===== src/pwd_cfg.svh =====
/*
 * Timing and counter-width constants of the processor watchdog.
 * Assumes inclusion by bare name from the timer, watchdog and checker modules.
 */
`ifndef PWD_CFG_SVH
`define PWD_CFG_SVH

// ----------------------------------------------------------------
// Timing
// ----------------------------------------------------------------
`define PWD_CLK_HZ 40000000
`define PWD_TIMEOUT_MS 200
`define PWD_TIMEOUT_CYC ((`PWD_CLK_HZ / 1000) * `PWD_TIMEOUT_MS)
`define PWD_CNT_W 24

`endif


===== src/pwd_pkg.sv =====
/*
 * Types shared by the processor watchdog modules.
 * Assumes no surroundings beyond the configuration header.
 */
package pwd_pkg;

    // ----------------------------------------------------------------
    // Supervisor states
    // ----------------------------------------------------------------
    typedef enum logic [2:0] {
        ST_DISARMED = 3'h1,
        ST_ARMED = 3'h2,
        ST_TRIPPED = 3'h4
    } pwd_state_type;

endpackage


===== src/pwd_tick_if.sv =====
/*
 * Interface between the watchdog supervisor and its timeout counter.
 * Assumes both ends run on the same clock.
 */
`timescale 1ns/1ps
interface pwd_tick_if;
    logic run;
    logic restart;
    logic expired;

    modport ctrl (output run, output restart, input expired);
    modport timer (input run, input restart, output expired);
endinterface


===== src/pwd_timer.sv =====
/*
 * Timeout counter of the processor watchdog.
 * Assumes run and restart come from logic on the same clock.
 */
`timescale 1ns/1ps
`include "pwd_cfg.svh"
module pwd_timer #(
    parameter int unsigned TIMEOUT_CYC = `PWD_TIMEOUT_CYC,
    parameter int unsigned CNT_W = `PWD_CNT_W
) (
    // Clock and reset
    input wire logic clk,
    input wire logic rst_n,
    input wire logic clk_en,
    // Supervisor side
    pwd_tick_if.timer tick
);
    logic [CNT_W-1:0] cnt_q;
    logic [CNT_W-1:0] cnt_d;
    logic expired_q;
    logic expired_d;

    always_comb begin
        cnt_d = cnt_q;
        expired_d = 1'b0;
        if (!tick.run || tick.restart) begin
            cnt_d = '0;
        end else if (cnt_q == CNT_W'(TIMEOUT_CYC - 1)) begin
            expired_d = 1'b1;
        end else begin
            cnt_d = cnt_q + CNT_W'(1);
        end
    end

    always_ff @(posedge clk or negedge rst_n) begin
        if (!rst_n) begin
            cnt_q <= '0;
            expired_q <= 1'b0;
        end else if (clk_en) begin
            cnt_q <= cnt_d;
            expired_q <= expired_d;
        end
    end

    assign tick.expired = expired_q;
endmodule


===== src/pwd_watchdog.sv =====
/*
 * Processor watchdog with latched board reset.
 * Assumes rst_n is the power-on or host reset, and that service and
 * init-done inputs come from the processor domain as asynchronous levels.
 */
`timescale 1ns/1ps
`include "pwd_cfg.svh"

module pwd_watchdog #(
    parameter int unsigned TIMEOUT_CYC = `PWD_TIMEOUT_CYC
) (
    // Clock and reset
    input wire logic clk,
    input wire logic rst_n,
    input wire logic clk_en,
    // Processor side
    input wire logic init_done,
    input wire logic service,
    // Board outputs
    output logic reset_relay,
    output logic motor_out_en,
    output logic activity_indicator,
    output logic status_relay,
    output logic armed
);
    // ----------------------------------------------------------------
    // Input synchronisers
    // ----------------------------------------------------------------
    logic [1:0] init_sync_q;
    logic [1:0] init_sync_d;
    logic [1:0] svc_sync_q;
    logic [1:0] svc_sync_d;
    logic svc_last_q;
    logic svc_last_d;
    logic init_seen;
    logic svc_pulse;

    // Only the second stage is read by the logic below, so a first stage
    // caught between levels never reaches a decision.
    always_comb begin
        init_sync_d = {init_sync_q[0], init_done};
        svc_sync_d = {svc_sync_q[0], service};
        svc_last_d = svc_sync_q[1];
    end

    always_ff @(posedge clk or negedge rst_n) begin
        if (!rst_n) begin
            init_sync_q <= 2'h0;
            svc_sync_q <= 2'h0;
            svc_last_q <= 1'b0;
        end else if (clk_en) begin
            init_sync_q <= init_sync_d;
            svc_sync_q <= svc_sync_d;
            svc_last_q <= svc_last_d;
        end
    end

    // A rising edge counts as one service; a stuck-high line does not.
    assign init_seen = init_sync_q[1];
    assign svc_pulse = svc_sync_q[1] & ~svc_last_q;

    // ----------------------------------------------------------------
    // Supervisor
    // ----------------------------------------------------------------
    pwd_pkg::pwd_state_type state_q;
    pwd_pkg::pwd_state_type state_d;
    logic trip_q;
    logic trip_d;

    pwd_tick_if tick ();

    pwd_timer #(
        .TIMEOUT_CYC(TIMEOUT_CYC),
        .CNT_W(`PWD_CNT_W)
    ) i_pwd_timer (
        .clk(clk),
        .rst_n(rst_n),
        .clk_en(clk_en),
        .tick(tick)
    );

    // The count runs only while armed, and each service edge clears it.
    assign tick.run = (state_q == pwd_pkg::ST_ARMED);
    assign tick.restart = svc_pulse;

    always_comb begin
        state_d = state_q;
        case (state_q)
            pwd_pkg::ST_DISARMED: begin
                if (init_seen) begin
                    state_d = pwd_pkg::ST_ARMED;
                end
            end
            pwd_pkg::ST_ARMED: begin
                if (tick.expired && !svc_pulse) begin
                    state_d = pwd_pkg::ST_TRIPPED;
                end
            end
            // Nothing leaves the trip but rst_n, since firmware cannot be trusted.
            pwd_pkg::ST_TRIPPED: state_d = pwd_pkg::ST_TRIPPED;
            // An upset state code must never release a latched trip.
            default: begin
                state_d = trip_q ? pwd_pkg::ST_TRIPPED : pwd_pkg::ST_DISARMED;
            end
        endcase
    end

    always_ff @(posedge clk or negedge rst_n) begin
        if (!rst_n) begin
            state_q <= pwd_pkg::ST_DISARMED;
        end else if (clk_en) begin
            state_q <= state_d;
        end
    end

    // ----------------------------------------------------------------
    // Trip latch
    // ----------------------------------------------------------------
    // A separate sticky flop keeps the trip even if the state register is
    // upset; the cost is one flop, and only rst_n clears it.
    always_comb begin
        trip_d = trip_q;
        if (state_d == pwd_pkg::ST_TRIPPED) begin
            trip_d = 1'b1;
        end
    end

    always_ff @(posedge clk or negedge rst_n) begin
        if (!rst_n) begin
            trip_q <= 1'b0;
        end else if (clk_en) begin
            trip_q <= trip_d;
        end
    end

    // ----------------------------------------------------------------
    // Relay and arm outputs
    // ----------------------------------------------------------------
    logic reset_relay_d;
    logic armed_d;

    always_comb begin
        reset_relay_d = trip_d;
        armed_d = (state_d == pwd_pkg::ST_ARMED);
    end

    always_ff @(posedge clk or negedge rst_n) begin
        if (!rst_n) begin
            reset_relay <= 1'b0;
            armed <= 1'b0;
        end else if (clk_en) begin
            reset_relay <= reset_relay_d;
            armed <= armed_d;
        end
    end

    // ----------------------------------------------------------------
    // Drive enables and indicators
    // ----------------------------------------------------------------
    // All three follow one qualifier: initialised, armed and not tripped.
    logic ready;
    logic motor_out_en_d;
    logic activity_indicator_d;
    logic status_relay_d;

    always_comb begin
        ready = init_seen && (state_d == pwd_pkg::ST_ARMED) && !trip_d;
        motor_out_en_d = ready;
        activity_indicator_d = ready;
        status_relay_d = ready;
    end

    always_ff @(posedge clk or negedge rst_n) begin
        if (!rst_n) begin
            motor_out_en <= 1'b0;
            activity_indicator <= 1'b0;
            status_relay <= 1'b0;
        end else if (clk_en) begin
            motor_out_en <= motor_out_en_d;
            activity_indicator <= activity_indicator_d;
            status_relay <= status_relay_d;
        end
    end
endmodule


===== config.mk =====
export PLATFORM = sky130hd
export DESIGN_NAME = pwd_watchdog
export DESIGN_NICKNAME = d
export VERILOG_FILES = /design/src/pwd_pkg.sv /design/src/pwd_tick_if.sv /design/src/pwd_timer.sv /design/src/pwd_watchdog.sv
export VERILOG_INCLUDE_DIRS = /design/src
export SDC_FILE = /design/constraint.sdc
export NUM_CORES = 1
export LEC_CHECK = 0
export ABC_AREA = 1
export BUFFER_PORTS_ARGS = -buffer_cell sky130_fd_sc_hd__buf_2
export CAP_MARGIN = 20
export CORE_MARGIN = 2
export CORE_UTILIZATION = 35
export DETAILED_ROUTE_END_ITERATION = 10
export SLEW_MARGIN = 20
export SYNTH_ARGS = -nofsm -noshare
export SYNTH_HDL_FRONTEND = slang
export SYNTH_SLANG_ARGS = --single-unit
export TNS_END_PERCENT = 1

===== constraint.sdc =====
create_clock -name clk -period 1.6 [get_ports clk]
set_input_delay 0.16 -clock clk [delete_from_list [all_inputs] [get_ports clk]]
set_output_delay 0.16 -clock clk [all_outputs]
set_load 0.1 [all_outputs]

==> flow_summary.toml <==
[placed_design]
dp.final_hpwl_mm = 3.625
placedCellCount = 413
port_buffers = 9
placed_cell_area_um2 = 2455
place_ws_ps = 50.85
globalplace.congestion = 0.8980

[synthesis]
synth_cells = 315
yosys.cell_types.count = 28
synth-compound-area-share_pct = 6.196
synth-edff-count = 0
ys.flop_type = "dfrtp_1"
synthSimpleGateAreaFrac_pct = 39.53
synth_xor_area_share_pct = 5.221
synthMuxAreaShare_pct = 0
synth_area_um2 = 2181
synthArstFlopShare_pct = 100.0
ys_seq_area_share_pct = 41.37
synth_top_family_by_area = "simple AND/OR/NAND/NOR gates"
avgSynthCellArea_um2 = 6.923
syn_nets = 321
ys_seq_elements = 36
yosys.area_share.adder_pct = 0.5737
yosysWarningCount = 0

[critical_path]
end_kind = "flip-flop"
crit_top_cell = "nor2_1"
cp_top_family = "simple AND/OR/NAND/NOR gates"
cp.buffers_inverters = 2
crit_type = "reg2reg"
startpoint_type = "flip-flop"
max_stage_delay_ps = 440
critPathMaxFanout = 8
path_cells = "nor2_1 -> nand3_1 -> nor2_1 -> nand2_2 -> o21ai_4 -> buf_12 -> clkbuf_16 -> o21ai_0"
required_ps = 1790
crit_slowest_cell = "dfrtp_2"
crit_arrival_ps = 1750

[timing]
slew_headroom_pct = 67.99
period_minus_slack_ps = 1557
skew_ps = 7.804
setup_viol = 0
worst_pin_slew_ps = 483.4
fmax_ghz = 0.6423
rsz0062_at_grt = "yes"
finalHoldViolations = 0
maxSlewViolCount = 0
layout_setup_ws_ps = 43.03
fin_crit_sh_pct = 97.31
whs_ps = 56.31
fin_tns_setup_ps = 0

[power]
power_switching_mw = 0.4301
p_per_area_nw_per_um2 = 679.1
swShare_pct = 22.98
pwr-share-seq_pct = 50.1
p_int_mw = 1.442
p_clk_share_pct = 43.1
leakagePower_nw = 1.184
combPwrFrac_pct = 6.8
peakVddDrop_v = 0.0002840

[finish]
final_common_cell = "nand2_1"
final_cell_mix = "nand2_1, nor2_1, dfrtp_1, nand3_1, buf_4"
final_nets = 360
final_cell_count_no_fill = 430
area_growth_pct = 26.39
layout-drive-gt1-share_pct = 21.13
n_antenna_cell = 0
final_area_um2 = 2756
n_fill_cell = 576

[global_route]
antenna_found_initial = 0
grt_max_degree = 37
grt_pass1_wl_mm = 8.790
globalRouteTotalUtil_pct = 15.66
grt_overflow = 0
grt_pass1_vias = 1892

[clocking]
cts-root-buf = "clkbuf_8"
numCtsBuffers = 5
cts-htree-levels = 2
clk_path_buf_depth = 2
path_clk_slew_ps = 80
insertion_delay_ps = 300
cts_tree = "done"
clock-sinks = 36

[route]
wire_per_inst_um = 12.79
drtIter0Drc = 169
via_per_inst = 4.698
vias = 2020
drt_pass1_iterations = 4
drc_errors = 0
detail-route-antenna-nets = 0
drt_wl_total_mm = 5.498

[hold_path]
hold_path.class = "in2reg"

[floorplanning]
ios = 10
dieArea_um2 = 6878
rows = 28
initial_core_util_pct = 36.62
die_w_um = 82.94
die_h_um = 82.94
core_um2 = 5956

[run_status]
status = "complete, no violations"

[job]
maxCapViolCount = 0
## power groups by stage
stage / Combinational [mW] / Sequential [mW] / Clock, mW
detailed placement: 0.0993 / 0.955 / 0
floorplan: 0.0537 / 0.955 / 0
CTS: 0.102 / 0.937 / 0.819
finish: 0.127 / 0.937 / 0.807
global route: 0.142 / 0.939 / 0.881
global placement: 0.0988 / 0.955 / 0
## metrics by stage
| stage | util, % | power, mW |
|---|---|---|
| final | 46.28 | 1.872 |
| after global routing | 46.28 | 1.962 |
| after CTS | 43.19 | 1.858 |
| after detailed placement | 41.22 | 1.054 |
| after global placement | 41.22 | 1.054 |
| after floorplan | - | 1.009 |
## synth_stat cells (2+ instances only)
cell type	n	area share [%]
nand2_1	117	20
nor2_1	53	9.1
dfrtp_1	35	40
nand3_1	28	6.4
inv_1	20	3.4
o21ai_0	18	4.1
xor2_1	12	4.8
nand4_1	4	1.1
buf_4	3	1.0
buf_6	3	1.5
clkbuf_1	3	0.52
nor2_2	2	0.57
o21ai_1	2	0.46
## worst paths after layout
check	endpoint	cells past startpoint	slack, ps	startpoint
min in group asynchronous	i_pwd_timer.cnt_q[14]	3	430	rst_n
max	i_pwd_timer.cnt_q[18]	8	40	i_pwd_timer.cnt_q[9]
min	svc_sync_q[0]	3	60	service
min reg2reg	svc_sync_q[0]	2	470	svc_sync_q[0]
max reg2reg	i_pwd_timer.cnt_q[18]	8	40	i_pwd_timer.cnt_q[9]
max in group asynchronous	i_pwd_timer.cnt_q[2]	3	810	rst_n
## flip-flops by register name, summed over array words and instances (netlist names)
signal,flops
i_pwd_timer.cnt_q,24
state_q,3
init_sync_q,2
svc_sync_q,2
activity_indicator,1
armed,1
i_pwd_timer.tick.expired,1
reset_relay,1
svc_last_q,1
## layer usage
metal	track usage [%]	up-vias	wire, µm
li1	-	1063	-
met1	21.99	902	2638
met2	23.39	44	2512
met3	3.479	11	217
met4	6.110	0	129
met5	0	-	0
## worst min-delay path, cell delays in order
cell and delay [ps]:
buf_2 70, nand2_1 40, nand2_1 50
## kinds of logic after synthesis
group	after synthesis
DFF	36
buffers and inverters	32
adders and majority gates	1
AOI/OAI and AO/OA	24
xor gates and xnor gates	13
and+or+nand+nor	209
## timing repair
action                                  CTS  global route
hold buffers                              1             0
gates resized for setup                   0            27
endpoints found under the setup margin    0            23
setup buffers                             0             5
hold endpoints to repair                 35             0
## layout make-up
cell class                      count  area (µm²)  area share (%)
Clock inverter                      2       35.03           1.271
Tap cell                           75       93.84           3.404
Timing Repair Buffer               41       351.6           12.76
Multi-Input combinational cell    247        1205           43.71
Clock buffer                        6       72.57           2.633
Sequential cell                    36       907.1           32.91
Inverter                           23       91.34           3.314
Power figures use the tool's default switching activity.
